<file path="config.mk">
export PLATFORM = sky130hd
export DESIGN_NAME = pfe_bank
export DESIGN_NICKNAME = d
export VERILOG_FILES = /design/src/design/pfe_pkg.sv /design/src/design/pfe_bank.sv
export SDC_FILE = /design/constraint.sdc
export NUM_CORES = 1
export LEC_CHECK = 0
export BUFFER_PORTS_ARGS = -buffer_cell sky130_fd_sc_hd__buf_4
export CAP_MARGIN = 20
export CORE_MARGIN = 8
export CORE_UTILIZATION = 51
export CTS_CLUSTER_DIAMETER = 100
export CTS_CLUSTER_SIZE = 16
export DETAILED_ROUTE_END_ITERATION = 12
export PLACE_DENSITY = 0.83
export SYNTH_ARGS = -nofsm -noshare
export SYNTH_HDL_FRONTEND = slang
export SYNTH_SLANG_ARGS = --single-unit
</file>
<file path="constraint.sdc">
create_clock -name CLK -period 1.4 [get_ports CLK]
set_clock_uncertainty 0.05 [all_clocks]
set_input_delay 0.21 -clock CLK [delete_from_list [all_inputs] [get_ports CLK]]
set_output_delay 0.21 -clock CLK [all_outputs]
set_load 0.05 [all_outputs]
</file>
<file path="src/design/pfe_pkg.sv">
// Package: register map, field layouts and reset values of the flag bank
package pfe_pkg;

  localparam int ADDR_W = 4;
  localparam int DATA_W = 8;

  // Register offsets (word index on the register port)
  localparam logic [3:0] OFF_CAPCMP_FLAGS = 4'h0;
  localparam logic [3:0] OFF_TIMER_FLAGS  = 4'h1;
  localparam logic [3:0] OFF_SERIAL_FLAGS = 4'h2;
  localparam logic [3:0] OFF_ENABLE_ONE   = 4'h3;
  localparam logic [3:0] OFF_ENABLE_TWO   = 4'h4;
  localparam logic [3:0] OFF_ENABLE_THREE = 4'h5;
  localparam logic [3:0] OFF_CONTROL      = 4'h6;
  localparam logic [3:0] OFF_IRQ_STATUS   = 4'h7;
  localparam logic [3:0] OFF_IRQ_CLEAR    = 4'h8;
  localparam logic [3:0] OFF_IRQ_ENABLE   = 4'h9;

  // Implemented and software-writable bits per flag register
  localparam logic [7:0] CAPCMP_IMPL_MASK = 8'hFF;
  localparam logic [7:0] TIMER_IMPL_MASK  = 8'h77;
  localparam logic [7:0] SERIAL_IMPL_MASK = 8'hF7;
  localparam logic [7:0] SERIAL_SW_MASK   = 8'h07;

  // Bit positions, timer and tuning flags
  localparam int TMR4_MATCH_BIT  = 0;
  localparam int TMR5_OVF_BIT    = 1;
  localparam int TMR6_MATCH_BIT  = 2;
  localparam int TMR8_MATCH_BIT  = 4;
  localparam int TUNE_LOCK_BIT   = 5;
  localparam int TUNE_RANGE_BIT  = 6;

  // Bit positions, serial and comparator flags
  localparam int CMP1_BIT        = 0;
  localparam int SER3_TX_BIT     = 4;
  localparam int SER3_RX_BIT     = 5;
  localparam int SER4_TX_BIT     = 6;
  localparam int SER4_RX_BIT     = 7;

  // Control register fields
  localparam int GROUP_EN_BIT    = 0;
  localparam int PRIO_MODE_BIT   = 1;

  // Interrupt status fields
  localparam int ST_CAPCMP_BIT   = 0;
  localparam int ST_TIMER_BIT    = 1;
  localparam int ST_SERIAL_BIT   = 2;
  localparam int ST_REQUEST_BIT  = 3;
  localparam logic [3:0] ST_MASK = 4'hF;

  // Reset values
  localparam logic [7:0] FLAGS_RESET   = 8'h00;
  localparam logic [7:0] ENABLE_RESET  = 8'h00;
  localparam logic [1:0] CONTROL_RESET = 2'h0;
  localparam logic [3:0] STATUS_RESET  = 4'h0;

  // Channel mode encoding, two bits per channel
  localparam logic [1:0] MODE_OFF     = 2'h0;
  localparam logic [1:0] MODE_CAPTURE = 2'h1;
  localparam logic [1:0] MODE_COMPARE = 2'h2;
  localparam logic [1:0] MODE_PWM     = 2'h3;

endpackage

</file>
<file path="src/design/pfe_bank.sv">
// Peripheral interrupt flag and enable bank with register port
//
// Functional notes
// - flag bits 7..1 channels 10..4, bit0 enhanced 3
// - capture event sets channel flag until cleared
// - compare match sets channel flag until cleared
// - channels in PWM mode never set flags
// - tuning out-of-range sets timer register bit 6
// - tuning lock gained or lost sets bit 5
// - timers 8,6,4 period match set bits 4,2,0
// - timer five overflow sets bit 1
// - unimplemented bits ignore writes, read zero
// - receive full flags clear on buffer read
// - transmit empty flags clear on buffer write
// - comparators three..one set bits 2..0
// - without priority mode, group enable gates requests
// - enable two: osc fail down to timer3 gate
// - enable three: timer5 gate down to calendar
// - all flags and enables reset to zero
// - flags set regardless of their enables
//
// The strobed register port and the register addresses were chosen for this implementation.
`timescale 1ns/1ps

module pfe_bank #(
  parameter int NUM_CH = 8
) (
  // Clock and reset
  input  wire logic                CLK,
  input  wire logic                RST_N,
  // Register port
  input  wire logic [3:0]          ADDR,
  input  wire logic [7:0]          WDATA,
  input  wire logic                WR,
  input  wire logic                RD,
  output logic      [7:0]          RDATA,
  // Capture/compare channels, bit i = flag bit i
  input  wire logic [2*NUM_CH-1:0] CC_MODE,
  input  wire logic [NUM_CH-1:0]   CC_CAPTURE,
  input  wire logic [NUM_CH-1:0]   CC_COMPARE,
  // Clock tuning
  input  wire logic                TUNE_RANGE_ERR,
  input  wire logic                TUNE_LOCKED,
  // Timers
  input  wire logic                TMR8_MATCH,
  input  wire logic                TMR6_MATCH,
  input  wire logic                TMR5_OVF,
  input  wire logic                TMR4_MATCH,
  // Serial ports three and four
  input  wire logic                SER4_RX_FULL,
  input  wire logic                SER4_TX_EMPTY,
  input  wire logic                SER3_RX_FULL,
  input  wire logic                SER3_TX_EMPTY,
  input  wire logic                SER4_RX_BUF_READ,
  input  wire logic                SER4_TX_BUF_WRITE,
  input  wire logic                SER3_RX_BUF_READ,
  input  wire logic                SER3_TX_BUF_WRITE,
  // Comparators three..one
  input  wire logic [2:0]          CMP_EVENT,
  // Flags kept elsewhere, gated by the three enable registers
  input  wire logic [7:0]          GRP1_FLAGS,
  input  wire logic [7:0]          GRP2_FLAGS,
  input  wire logic [7:0]          GRP3_FLAGS,
  // Enables kept elsewhere for the three local flag registers
  input  wire logic [7:0]          CAPCMP_EN,
  input  wire logic [7:0]          TIMER_EN,
  input  wire logic [7:0]          SERIAL_EN,
  // Requests
  output logic                     PERIPH_IRQ,
  output logic                     IRQ
);

  ////////////////////////////////////////////////////////////////////////
  // Helpers

  // Channel event qualified by its mode; PWM and off produce nothing
  function automatic logic ch_event(input logic [1:0] mode,
                                    input logic       cap,
                                    input logic       cmp);
    logic hit;
    hit = 1'b0;
    case (mode)
      pfe_pkg::MODE_CAPTURE: hit = cap;
      pfe_pkg::MODE_COMPARE: hit = cmp;
      pfe_pkg::MODE_PWM:     hit = 1'b0;
      default:               hit = 1'b0;
    endcase
    return hit;
  endfunction

  // Register port write hitting one offset
  function automatic logic wr_hit(input logic       wr,
                                  input logic [3:0] addr,
                                  input logic [3:0] off);
    return wr && (addr == off);
  endfunction

  ////////////////////////////////////////////////////////////////////////
  // Declarations

  logic [7:0] capcmp_channel_event_flags;
  logic [7:0] timer_and_tuning_event_flags;
  logic [7:0] serial_and_comparator_event_flags;
  logic [7:0] peripheral_enable_group_one;
  logic [7:0] peripheral_enable_group_two;
  logic [7:0] peripheral_enable_group_three;
  logic       peripheral_group_enable;
  logic       priority_mode_enable;
  logic [3:0] irq_status;
  logic [3:0] irq_enable;

  logic [7:0] capcmp_set;
  logic [7:0] timer_set;
  logic [7:0] serial_set;
  logic [7:0] serial_auto_clr;
  logic       lock_prev;
  logic       lock_seen;
  logic       lock_change;
  logic       any_request;
  logic       gated_request;
  logic       request_prev;

  logic [7:0] next_capcmp;
  logic [7:0] next_timer;
  logic [7:0] next_serial;
  logic [7:0] read_value;

  ////////////////////////////////////////////////////////////////////////
  // Event decode

  // Channel flags: bits 7..1 are channels ten..four, bit 0 enhanced three
  always_comb
  begin
    capcmp_set = '0;
    for (int i = 0; i < NUM_CH; i++)
    begin
      capcmp_set[i] = ch_event(CC_MODE[2*i +: 2],
                               CC_CAPTURE[i],
                               CC_COMPARE[i]);
    end
  end

  // Lock edge in either direction; first cycle after reset only primes
  always_ff @(posedge CLK or negedge RST_N)
  begin
    if (!RST_N)
    begin
      lock_prev <= 1'b0;
      lock_seen <= 1'b0;
    end
    else
    begin
      lock_prev <= TUNE_LOCKED;
      lock_seen <= 1'b1;
    end
  end

  assign lock_change = lock_seen && (TUNE_LOCKED != lock_prev);

  always_comb
  begin
    timer_set = '0;
    timer_set[pfe_pkg::TUNE_RANGE_BIT] = TUNE_RANGE_ERR;
    timer_set[pfe_pkg::TUNE_LOCK_BIT]  = lock_change;
    timer_set[pfe_pkg::TMR8_MATCH_BIT] = TMR8_MATCH;
    timer_set[pfe_pkg::TMR6_MATCH_BIT] = TMR6_MATCH;
    timer_set[pfe_pkg::TMR4_MATCH_BIT] = TMR4_MATCH;
    timer_set[pfe_pkg::TMR5_OVF_BIT]   = TMR5_OVF;
  end

  always_comb
  begin
    serial_set = '0;
    serial_set[pfe_pkg::SER4_RX_BIT] = SER4_RX_FULL;
    serial_set[pfe_pkg::SER4_TX_BIT] = SER4_TX_EMPTY;
    serial_set[pfe_pkg::SER3_RX_BIT] = SER3_RX_FULL;
    serial_set[pfe_pkg::SER3_TX_BIT] = SER3_TX_EMPTY;
    serial_set[pfe_pkg::CMP1_BIT +: 3] = CMP_EVENT;
  end

  // Buffer accesses clear the serial flags; no software path to them
  always_comb
  begin
    serial_auto_clr = '0;
    serial_auto_clr[pfe_pkg::SER4_RX_BIT] = SER4_RX_BUF_READ;
    serial_auto_clr[pfe_pkg::SER3_RX_BIT] = SER3_RX_BUF_READ;
    serial_auto_clr[pfe_pkg::SER4_TX_BIT] = SER4_TX_BUF_WRITE;
    serial_auto_clr[pfe_pkg::SER3_TX_BIT] = SER3_TX_BUF_WRITE;
  end

  ////////////////////////////////////////////////////////////////////////
  // Flag registers: an event in the cycle of a clearing write wins

  always_comb
  begin
    next_capcmp = capcmp_channel_event_flags;
    if (wr_hit(WR, ADDR, pfe_pkg::OFF_CAPCMP_FLAGS))
    begin
      next_capcmp = WDATA & pfe_pkg::CAPCMP_IMPL_MASK;
    end
    next_capcmp = next_capcmp | capcmp_set;
  end

  always_comb
  begin
    next_timer = timer_and_tuning_event_flags;
    if (wr_hit(WR, ADDR, pfe_pkg::OFF_TIMER_FLAGS))
    begin
      next_timer = WDATA;
    end
    next_timer = (next_timer | timer_set)
                 & pfe_pkg::TIMER_IMPL_MASK;
  end

  always_comb
  begin
    next_serial = serial_and_comparator_event_flags & ~serial_auto_clr;
    if (wr_hit(WR, ADDR, pfe_pkg::OFF_SERIAL_FLAGS))
    begin
      next_serial = (next_serial & ~pfe_pkg::SERIAL_SW_MASK)
                    | (WDATA & pfe_pkg::SERIAL_SW_MASK);
    end
    next_serial = (next_serial | serial_set)
                  & pfe_pkg::SERIAL_IMPL_MASK;
  end

  always_ff @(posedge CLK or negedge RST_N)
  begin
    if (!RST_N)
    begin
      capcmp_channel_event_flags        <= pfe_pkg::FLAGS_RESET;
      timer_and_tuning_event_flags      <= pfe_pkg::FLAGS_RESET;
      serial_and_comparator_event_flags <= pfe_pkg::FLAGS_RESET;
    end
    else
    begin
      capcmp_channel_event_flags        <= next_capcmp;
      timer_and_tuning_event_flags      <= next_timer;
      serial_and_comparator_event_flags <= next_serial;
    end
  end

  ////////////////////////////////////////////////////////////////////////
  // Enable registers, one bit per source, 1 enables

  always_ff @(posedge CLK or negedge RST_N)
  begin
    if (!RST_N)
    begin
      peripheral_enable_group_one   <= pfe_pkg::ENABLE_RESET;
      peripheral_enable_group_two   <= pfe_pkg::ENABLE_RESET;
      peripheral_enable_group_three <= pfe_pkg::ENABLE_RESET;
    end
    else
    begin
      if (wr_hit(WR, ADDR, pfe_pkg::OFF_ENABLE_ONE))
      begin
        peripheral_enable_group_one <= WDATA;
      end
      if (wr_hit(WR, ADDR, pfe_pkg::OFF_ENABLE_TWO))
      begin
        peripheral_enable_group_two <= WDATA;
      end
      if (wr_hit(WR, ADDR, pfe_pkg::OFF_ENABLE_THREE))
      begin
        peripheral_enable_group_three <= WDATA;
      end
    end
  end

  ////////////////////////////////////////////////////////////////////////
  // Control: group enable and priority mode

  always_ff @(posedge CLK or negedge RST_N)
  begin
    if (!RST_N)
    begin
      {priority_mode_enable, peripheral_group_enable}
        <= pfe_pkg::CONTROL_RESET;
    end
    else if (wr_hit(WR, ADDR, pfe_pkg::OFF_CONTROL))
    begin
      peripheral_group_enable <= WDATA[pfe_pkg::GROUP_EN_BIT];
      priority_mode_enable    <= WDATA[pfe_pkg::PRIO_MODE_BIT];
    end
  end

  ////////////////////////////////////////////////////////////////////////
  // Peripheral request towards the core

  assign any_request =
      |(GRP1_FLAGS & peripheral_enable_group_one)
    | |(GRP2_FLAGS & peripheral_enable_group_two)
    | |(GRP3_FLAGS & peripheral_enable_group_three)
    | |(capcmp_channel_event_flags & CAPCMP_EN)
    | |(timer_and_tuning_event_flags & TIMER_EN)
    | |(serial_and_comparator_event_flags & SERIAL_EN);

  // In priority mode the core's own enables take over the gating
  assign gated_request = any_request
    && (priority_mode_enable || peripheral_group_enable);

  always_ff @(posedge CLK or negedge RST_N)
  begin
    if (!RST_N)
    begin
      PERIPH_IRQ   <= 1'b0;
      request_prev <= 1'b0;
    end
    else
    begin
      PERIPH_IRQ   <= gated_request;
      request_prev <= gated_request;
    end
  end

  ////////////////////////////////////////////////////////////////////////
  // Interrupt status: sticky, cleared by writing ones, set wins

  always_ff @(posedge CLK or negedge RST_N)
  begin
    if (!RST_N)
    begin
      irq_status <= pfe_pkg::STATUS_RESET;
    end
    else
    begin
      irq_status <= (irq_status
                     & ~({4{wr_hit(WR, ADDR, pfe_pkg::OFF_IRQ_CLEAR)}}
                         & WDATA[3:0]))
                    | {gated_request && !request_prev,
                       |serial_set,
                       |timer_set,
                       |capcmp_set};
    end
  end

  always_ff @(posedge CLK or negedge RST_N)
  begin
    if (!RST_N)
    begin
      irq_enable <= pfe_pkg::STATUS_RESET;
    end
    else if (wr_hit(WR, ADDR, pfe_pkg::OFF_IRQ_ENABLE))
    begin
      irq_enable <= WDATA[3:0] & pfe_pkg::ST_MASK;
    end
  end

  always_ff @(posedge CLK or negedge RST_N)
  begin
    if (!RST_N)
    begin
      IRQ <= 1'b0;
    end
    else
    begin
      IRQ <= |(irq_status & irq_enable);
    end
  end

  ////////////////////////////////////////////////////////////////////////
  // Read path: data valid only in the cycle after the strobe

  always_comb
  begin
    read_value = 8'h00;
    case (ADDR)
      pfe_pkg::OFF_CAPCMP_FLAGS: read_value = capcmp_channel_event_flags;
      pfe_pkg::OFF_TIMER_FLAGS:  read_value = timer_and_tuning_event_flags;
      pfe_pkg::OFF_SERIAL_FLAGS:
        read_value = serial_and_comparator_event_flags;
      pfe_pkg::OFF_ENABLE_ONE:   read_value = peripheral_enable_group_one;
      pfe_pkg::OFF_ENABLE_TWO:   read_value = peripheral_enable_group_two;
      pfe_pkg::OFF_ENABLE_THREE:
        read_value = peripheral_enable_group_three;
      pfe_pkg::OFF_CONTROL:
        read_value = {6'h00, priority_mode_enable,
                      peripheral_group_enable};
      pfe_pkg::OFF_IRQ_STATUS:   read_value = {4'h0, irq_status};
      pfe_pkg::OFF_IRQ_ENABLE:   read_value = {4'h0, irq_enable};
      default:                   read_value = 8'h00;
    endcase
  end

  always_ff @(posedge CLK or negedge RST_N)
  begin
    if (!RST_N)
    begin
      RDATA <= 8'h00;
    end
    else if (RD)
    begin
      RDATA <= read_value;
    end
    else
    begin
      RDATA <= 8'h00;
    end
  end

endmodule // pfe_bank

</file>
## Yosys cells after proc, flatten, opt, wreduce, memory -nomap -nowiden

Cells that the tools add are included.

| storage, ports and cells | value |
|---|---|
| bits in registers | 67 |
| input bits | 113 |
| logic and storage cells | 101 |

| operators by class | value |
|---|---|
| equality and inequality tests | 26 |
| reduce and logical (&&, ||, !) cells | 25 |
| mux-type cells | 13 |
| bitwise operators | 22 |

Operators with widths:

| cell | count |
|---|---|
| 8-bit case mux with 9 select lines | 1 |
| 8-bit OR reduction | 7 |
| 8-bit bitwise AND | 6 |
| 8-bit two-way mux | 3 |
| 2-bit by 1-bit equality test with 1-bit output (second input constant) | 8 |
| 2-bit equality test (second input constant) | 8 |
| 4-bit by 3-bit equality test with 1-bit output (second input constant) | 4 |
| 8-bit OR | 2 |
| 1-bit case mux with 2 select lines | 8 |
| 4-bit bitwise AND | 3 |
| 1-bit logical AND | 12 |
| 7-bit by 8-bit bitwise AND with 8-bit output | 1 |
| 4-bit by 2-bit equality test with 1-bit output (second input constant) | 2 |
| 4-bit equality test (second input constant) | 2 |
| 8-bit inverter | 1 |
| 8-bit by 3-bit OR with 8-bit output | 1 |
| 7-bit two-way mux | 1 |
| 7-bit OR | 1 |
| 7-bit OR reduction | 1 |
| 6-bit OR reduction | 1 |
| 1-bit OR | 5 |
| 4-bit by 1-bit equality test with 1-bit output (second input constant) | 1 |
| 4-bit logical NOT | 1 |
| 4-bit inverter | 1 |
| 5 further kinds | 5 |

## Longest topological paths before layout

Gate-level depths: netlist of run 1.

| logic depth | value |
|---|---|
| word-level depth | 10 |
| depth in mapped cells | 6 |
| gate-level depth less buffers | 6 |

## Least setup slack after synthesis of run 1

OpenSTA, ideal clock, no wires.

| timing | value |
|---|---|
| path kind | input port to flip-flop |
| from | input port ADDR[0] |
| to | register peripheral_enable_group_one[0] |
| arrival | 1338 ps |
| setup time | 125 ps |
| data required time | 1225 ps |
| slack | -112 ps |
| cell stages on the path | 5 |
| path through | buf_4 and2b_2 nand2_2 nor3b_4 mux2_2 |

| between the ends | value |
|---|---|
| word-level cells in the longest chain between the ends | 2 |

RTL lines:

| item | line | text |
|---|---|---|
| start: declaration | pfe_bank.sv:32 | `input wire logic [3:0] ADDR,` |
| 4-bit by 2-bit equality test with 1-bit output | pfe_bank.sv:95 | `return wr && (addr == off);` |
| 1-bit logical AND | pfe_bank.sv:95 |  |
| end signal: assignment | pfe_bank.sv:250 | `peripheral_enable_group_one <= pfe_pkg::ENABLE_RESET;` |
| end: declaration | pfe_bank.sv:104 | `logic [7:0] peripheral_enable_group_one;` |

Every way passes these cells.
A chain may end at the register's enable or synchronous reset.

## Worst setup path in the final report of run 1

| timing | value |
|---|---|
| from | register serial_and_comparator_event_flags[0] |
| to | register irq_status[3] |

| between the ends | value |
|---|---|
| word-level cells in the longest chain between the ends | 6 |

RTL lines:

| item | line | text |
|---|---|---|
| start: declaration | pfe_bank.sv:103 | `logic [7:0] serial_and_comparator_event_flags;` |
| start signal: assignment | pfe_bank.sv:233 | `serial_and_comparator_event_flags <= pfe_pkg::FLAGS_RESET;` |
| start signal: assignment | pfe_bank.sv:239 | `serial_and_comparator_event_flags <= next_serial;` |
| 8-bit bitwise AND | pfe_bank.sv:297 | `\| \|(serial_and_comparator_event_flags & SERIAL_EN);` |
| 8-bit OR reduction | pfe_bank.sv:297 |  |
| 1-bit OR | pfe_bank.sv:297 |  |
| 1-bit logical AND | pfe_bank.sv:301 | `&& (priority_mode_enable \|\| peripheral_group_enable);` |
| 1-bit logical AND | pfe_bank.sv:331 | `\| {gated_request && !request_prev,` |
| 4-bit OR | pfe_bank.sv:331 |  |
| end signal: assignment | pfe_bank.sv:324 | `irq_status <= pfe_pkg::STATUS_RESET;` |
| end signal: assignment | pfe_bank.sv:328 | `irq_status <= (irq_status` |
| end: declaration | pfe_bank.sv:109 | `logic [3:0] irq_status;` |

Every way passes these cells.

==> results by group, run 1 <==
Setup path
  – Reg2Reg Launch Point: serial_and_comparator_event_flags[0]$_DFF_PN0_
  – CP max stage delay: 0.42 ns
  – Crit start category: flip-flop
  – Critical Path Fanout Max: 3
  – Critical path, cell by cell: a22o_1 -> a221oi_2 -> and4_1 -> a31oi_1
  – Worst EP required: 1.57 ns
  – Worst path buffer plus inverter count: 0
  – Reg2reg end: irq_status[3]$_DFF_PN0_
  – Worst reg2reg path depth: 4
  – CP max stage cell: dfrtp_1
  – CP delay by family, top: compound AO/OA/AOI/OAI gates
  – Crit Path Class: reg -> reg
  – Crit path DAT: 1.60 ns
  – R2R Setup Slk: -0.03 ns
  – Crit. End Element: flip-flop

STA
  – Count of final setup violators: 2
  – Final Hold Vio Count: 1
  – Setup ws final: -0.0296 ns
  – Post-route minimum period: 1.43 ns
  – FMAX: 0.700 GHz
  – Period Utilization, post-route: 102%
  – Worst hold margin: -0.00408 ns
  – Pins Over Slew Limit: 0
  – RSZ-0062 raised after global routing: yes

Placement
  – Placed inst area: 5170 um2
  – GPL Wtd Cong: 1.00
  – I/O Buffers: 119
  – DP HPWL: 10600 um

Logic synthesis
  – Yosys reg bits: 67
  – Post-synth top area cell: dfrtp_1
  – YS warnings: 0
  – Register area share after synthesis: 45.6%
  – Syn_area_per_cell: 10.8 um2
  – Net Count, Synth: 470
  – Area share of the largest cell type after synthesis: 45.6%
  – Most common cell in the synthesized netlist: dfrtp_1
  – Post-synth cell types: 50
  – Post-synthesis async set-or-reset flop share: 100%
  – Area of the mapped netlist: 3680 um2
  – Synth top area cells: dfrtp_1, mux2_2, a22oi_1
  – Post-Syn Instances: 341
  – Most common library cells after synthesis: dfrtp_1, nand2_1, a22oi_1
  – Post-synth EDFFs: 0
  – Primary FF master, synth: dfrtp_1

Route
  – Wire per inst: 20.8 um
  – Via count: 3678
  – Initial DRC count: 285
  – Drt first pass iters: 5
  – Routed Antenna Nets: 0
  – DRC viols: 0
  – Drt via density: 5.76
  – Total wire length: 13300 um

Worst hold path
  – Worst hold path class: in -> reg
  – Hold Startpoint: SER4_RX_FULL
  – Hold path depth: 2
  – Worst Hold Path EP: serial_and_comparator_event_flags[7]$_DFF_PN0_

Cells and area
  – Multi-input logic area: 1900 um2
  – Layout cells sized above 1: 47.4%
  – Area growth syn-to-layout: 49.9%
  – Nets: 664
  – Area occupied by registers: 1680 um2
  – Diodes inserted: 0
  – Fillers: 481
  – Final instance area: 5510 um2

Clocking
  – Total CTS buffers: 9
  – CTS tree: done
  – Htree depth: 3
  – Register clock-pin slew on the reported worst setup and hold paths: 0.08 ns
  – Worst-case clock buffer depth: 2
  – CTS root buffer: clkbuf_8
  – Clk sinks: 67
  – Skew-Pair Late Insertion Delay: 0.35 ns

Pwr
  – Sequential Power Share: 42.1%
  – Leakage: 0.00270 uW
  – Pwr Density: 1060 nW/um2
  – Net Sw Power: 1760 uW
  – Clock power share: 30.9%
  – P_int: 4080 uW
  – Peak VDD IR: 0.626 mV
  – Comb power frac: 27.0%
  – Total power: 5840 uW
  – Net Sw Frac: 30.1%

GRT
  – Pin count of the biggest net entering global routing: 30
  – GRT overflow: 0
  – First-pass GRT wire length: 20100 um
  – Initial antenna violation count: 0
  – Total Routing Usage GR: 26.3%
  – Vias in the first global route: 3871

Status
  – Status: finished, violations left
  – Violated checks: hold timing, setup timing

Die
  – Die Footprint: 10200 um2
  – Die Height: 101 um
  – Starting density of the core: 51.8%
  – Site row count: 31
  – Core box area: 7100 um2
  – IO Count: 123
  – Die Wd: 101 um

Run
  – Max-cap violations: 0
registers in the layout, summed over array words and instances, names as in the netlist, 4 cells and up:
signal                             flops
irq_enable                             4
capcmp_channel_event_flags             8
peripheral_enable_group_one            8
serial_and_comparator_event_flags      7
timer_and_tuning_event_flags           6
peripheral_enable_group_three          8
RDATA                                  8
peripheral_enable_group_two            8
irq_status                             4
stage by stage:
| step | utilization [%] | setup WS (ns) | TNS (ns) | cells |
|---|---|---|---|---|
| after floorplan | - | -0.0461 | -0.325 | 341 |
| after global placement | 72.8 | -0.142 | -4.18 | 618 |
| after detailed placement | 72.8 | -0.205 | -5.31 | 618 |
| after CTS | 77.3 | -0.0249 | -0.0338 | 638 |
| after global routing | 77.6 | -0.0852 | -0.219 | 639 |
| final | 77.6 | -0.0296 | -0.0384 | 639 |
worst register-to-register path: cells and delay by family (launching register included):
family	cells	cell delay (ns)
and+or+nand+nor	1	0.26
DFF	1	0.42
AOI/OAI and AO/OA	3	0.57
what timing repair did:
action,CTS,global route
hold buffers,4,0
cloned,0,0
buffers inserted,2,2
hold endpoints to repair,30,0
setup endpoints to repair,5,8
resized for setup,11,6
pin swaps,5,11
metal layers:
| metal | GRT usage (%) | share of wire (%) | up-vias |
|---|---|---|---|
| li1 | - | - | 1662 |
| met2 | 43.3 | 48 | 202 |
| met1 | 31.8 | 39 | 1778 |
| met4 | 10.2 | 2.7 | 0 |
| met3 | 7.32 | 10 | 36 |
| met5 | 0 | 0 | - |
power groups by stage:
| stage | Sequential, uW | Clock (uW) | Combinational (uW) |
|---|---|---|---|
| finish | 2460 | 1810 | 1580 |
| global route | 2480 | 1880 | 1690 |
| CTS | 2450 | 1790 | 1550 |
| detailed placement | 2470 | 0 | 1510 |
| global placement | 2460 | 0 | 1480 |
| floorplan | 2490 | 0 | 595 |
cell type report:
class / instances / share of cell area (%)
Multi-Input combinational cell: 237 / 34.5
Tap cell: 99 / 2.25
Clock buffer: 10 / 2.32
Sequential cell: 67 / 30.4
Timing Repair Buffer: 194 / 27.0
Inverter: 26 / 1.77
Clock inverter: 6 / 1.63
cell usage in the layout, fill, tap and decap left out, types with 2 or more instances in the layout:
master | Yosys | layout
a211o_1 | 9 | 9
a211oi_1 | 2 | 2
a21o_1 | 5 | 5
a21oi_1 | 6 | 6
a221oi_2 | 0 | 4
a222oi_1 | 3 | 3
a22o_1 | 7 | 7
a22oi_1 | 29 | 24
a22oi_2 | 0 | 5
and3_1 | 2 | 2
buf_4 | 5 | 186
buf_6 | 0 | 3
bufinv_16 | 0 | 2
clkbuf_8 | 0 | 9
clkinv_4 | 0 | 2
dfrtp_1 | 67 | 66
dlygate4sd3_1 | 0 | 4
ha_1 | 16 | 16
inv_1 | 26 | 26
mux2_2 | 28 | 26
mux2_4 | 0 | 2
mux2i_1 | 8 | 8
nand2_1 | 31 | 30
nand2_2 | 2 | 3
nand2b_1 | 4 | 4
nand3_1 | 5 | 5
nand4_1 | 4 | 4
nor2_1 | 13 | 13
nor2b_1 | 5 | 5
nor3_1 | 3 | 3
nor3_2 | 2 | 2
o211a_1 | 2 | 2
o211ai_1 | 2 | 2
o21ai_0 | 13 | 13
o221ai_1 | 7 | 7
o22ai_1 | 4 | 4
or3_1 | 2 | 2
worst max path at each step:
stage	startpoint	endpoint	slack [ns]	cells past startpoint
floorplan	ADDR[0]	peripheral_enable_group_one[0]$_DFFE_PN0P_	-0.05	5
CTS	serial_and_comparator_event_flags[0]$_DFF_PN0_	irq_status[3]$_DFF_PN0_	-0.02	4
global placement	ADDR[1]	timer_and_tuning_event_flags[4]$_DFF_PN0_	-0.14	4
detailed placement	ADDR[1]	timer_and_tuning_event_flags[0]$_DFF_PN0_	-0.21	6
global route	serial_and_comparator_event_flags[0]$_DFF_PN0_	irq_status[3]$_DFF_PN0_	-0.09	4
finish	serial_and_comparator_event_flags[0]$_DFF_PN0_	irq_status[3]$_DFF_PN0_	-0.03	4
logic make-up after synthesis:
group | count (synthesis) | synth area share [%]
fa+ha+maj | 16 | 5.45
mux | 37 | 11.4
compound gates | 98 | 19.9
flops | 67 | 45.6
simple gates | 84 | 12.9
buf+inv | 37 | 4.42
xor+xnor | 1 | 0.238
other cells | 1 | 0.102
No activity file was read; power rests on OpenSTA's default activity.
==> inputs of run 2 (changes only) <==
--- a/config.mk
+++ b/config.mk
@@ -7,6 +7,7 @@
 export LEC_CHECK = 0
 export BUFFER_PORTS_ARGS = -buffer_cell sky130_fd_sc_hd__buf_4
 export CAP_MARGIN = 20
+export CORE_ASPECT_RATIO = 0.7
 export CORE_MARGIN = 8
 export CORE_UTILIZATION = 51
 export CTS_CLUSTER_DIAMETER = 100
==> results by group, run 2 (synthesis gave the netlist of run 1 again) <==
Status
  – Status: finished, violations left
  – Violated checks: setup timing

Worst hold path
  – Worst hold path class: in -> reg

STA
  – Final Hold Vio Count: 0
  – Worst hold margin: 0.0135 ns
  – Setup ws final: -0.114 ns
  – Slew Limit Headroom: 65.3%
  – Period Utilization, post-route: 108%
  – Setup tns final: -0.228 ns
  – FMAX: 0.661 GHz
  – Worst-Margin Slew: 0.514 ns
  – RSZ-0062 raised after global routing: yes
  – Pins Over Slew Limit: 0
  – Count of final setup violators: 4
  – Post-route minimum period: 1.51 ns

Route
  – Initial DRC count: 339
  – Via count: 3707
  – Drt first pass iters: 4
  – Total wire length: 13100 um
  – Drt via density: 5.81
  – Wire per inst: 20.6 um
  – DRC viols: 0
  – Routed Antenna Nets: 0

Pwr
  – Net Sw Frac: 29.9%
  – Net Sw Power: 1720 uW
  – Comb power frac: 28.5%
  – P_int: 4040 uW
  – Sequential Power Share: 42.6%
  – Clock power share: 28.8%
  – Peak VDD IR: 0.577 mV
  – Leakage: 0.00272 uW
  – Pwr Density: 1030 nW/um2

Placement
  – Placed inst area: 5180 um2
  – GPL Wtd Cong: 1.05
  – I/O Buffers: 119
  – Dpl cells: 617
  – DP HPWL: 10500 um

Clocking
  – Clk sinks: 67
  – Worst-case clock buffer depth: 2
  – CTS tree: done
  – CTS root buffer: clkbuf_8
  – Skew-Pair Late Insertion Delay: 0.35 ns
  – Total CTS buffers: 9
  – Register clock-pin slew on the reported worst setup and hold paths: 0.07 ns
  – Htree depth: 3

GRT
  – Pin count of the biggest net entering global routing: 45
  – GRT overflow: 0
  – Initial antenna violation count: 0
  – Total Routing Usage GR: 25.7%
  – Vias in the first global route: 3957
  – First-pass GRT wire length: 20400 um

Die
  – Die Footprint: 10200 um2
  – Core box area: 7120 um2
  – Die Height: 87.0 um
  – Die Wd: 117 um
  – Starting density of the core: 51.6%
  – IO Count: 123
  – Site row count: 26

Cells and area
  – Multi-input logic area: 1950 um2
  – Final instance area: 5570 um2
  – Most frequent cells in the layout: buf_4, dfrtp_1, nand2_1
  – Leading cell type in the layout, fill and taps excluded: buf_4
  – Diodes inserted: 0
  – Layout cells sized above 1: 48.7%
  – Area occupied by registers: 1680 um2
  – Post-Route Utilization: 78.2%
  – Nets: 664
  – Area growth syn-to-layout: 51.6%
  – Fillers: 467
  – Filler-free cell count of the finished design: 638

Setup path
  – Crit start category: flip-flop
  – Crit path DAT: 1.70 ns
  – Crit. End Element: flip-flop
  – Critical Path Fanout Max: 2
  – Worst EP required: 1.58 ns
  – Crit Path Class: reg -> reg

Run
  – Max-cap violations: 0
==> run 2: changes by cell type in the layout (fill, tap and decap cells not counted), moves of 2 or more <==
| cell | delta |
|---|---|
| clkinvlp_4 | +2 |
| buf_6 | +3 |
| a22oi_2 | +3 |
| buf_4 | -4 |
| a22oi_1 | -3 |
| clkbuf_8 | +2 |
==> run 2: final cells by class <==
class                      instances  share of cell area (%)
inverter                          26                    1.75
tap                               98                    2.20
sequential                        67                    30.1
multi-input combinational        237                    34.9
timing repair buffer             194                    27.2
clock inverter                     5                    1.10
clock buffer                      11                    2.72
==> run 2: what timing repair did <==
item	4_1_cts	5_1_grt
resized for setup	10	17
pin swaps	8	10
hold buffers	4	0
buffers inserted	2	1
setup endpoints to repair	5	9
hold endpoints to repair	26	0
==> run 2: worst paths after layout <==
kind                                                       startpoint                                        endpoint  slack [ns]  cells after the start
setup / recovery           peripheral_enable_group_one[1]$_DFFE_PN0P_                              RDATA[1]$_DFF_PN0_       -0.11                      5
hold / removal                                           SER3_RX_FULL  serial_and_comparator_event_flags[5]$_DFF_PN0_        0.01                      2
setup reg to reg           peripheral_enable_group_one[1]$_DFFE_PN0P_                              RDATA[1]$_DFF_PN0_       -0.11                      5
hold reg to reg                                   lock_seen$_DFF_PN0_       timer_and_tuning_event_flags[5]$_DFF_PN0_        0.43                      2
max in group asynchronous                                       RST_N       timer_and_tuning_event_flags[0]$_DFF_PN0_        0.49                      3
min in group asynchronous                                       RST_N                         irq_status[3]$_DFF_PN0_        0.26                      2
==> run 2: power groups by stage <==
| stage | clock (uW) | sequential (uW) | combinational (uW) |
|---|---|---|---|
| floorplan | 0 | 2490 | 595 |
| global placement | 0 | 2450 | 1480 |
| detailed placement | 0 | 2460 | 1520 |
| CTS | 1690 | 2430 | 1590 |
| global route | 1780 | 2480 | 1760 |
| finish | 1660 | 2460 | 1640 |
==> run 2: metal layers <==
layer	vias up	wire length, um	share of wire (%)	track usage (%)
met1	1812	5560	42	33.0
met4	0	253	1.9	7.29
li1	1670	-	-	-
met2	200	6050	46	41.2
met3	25	1260	9.6	8.03
met5	-	0	0	0
==> run 2: critical path, cell delays in order, from the launching register on <==
cell and delay, ns:
dfrtp_1 0.41, buf_6 0.14, mux4_2 0.44, nand2_1 0.07, o211ai_1 0.11, and3_1 0.18
==> run 2: stage by stage <==
stage,setup slack [ns],power (uW)
after global routing,-0.157,6020
after global placement,-0.142,3930
after detailed placement,-0.224,3980
after CTS,-0.0705,5710
final,-0.114,5770
after floorplan,-0.0461,3080
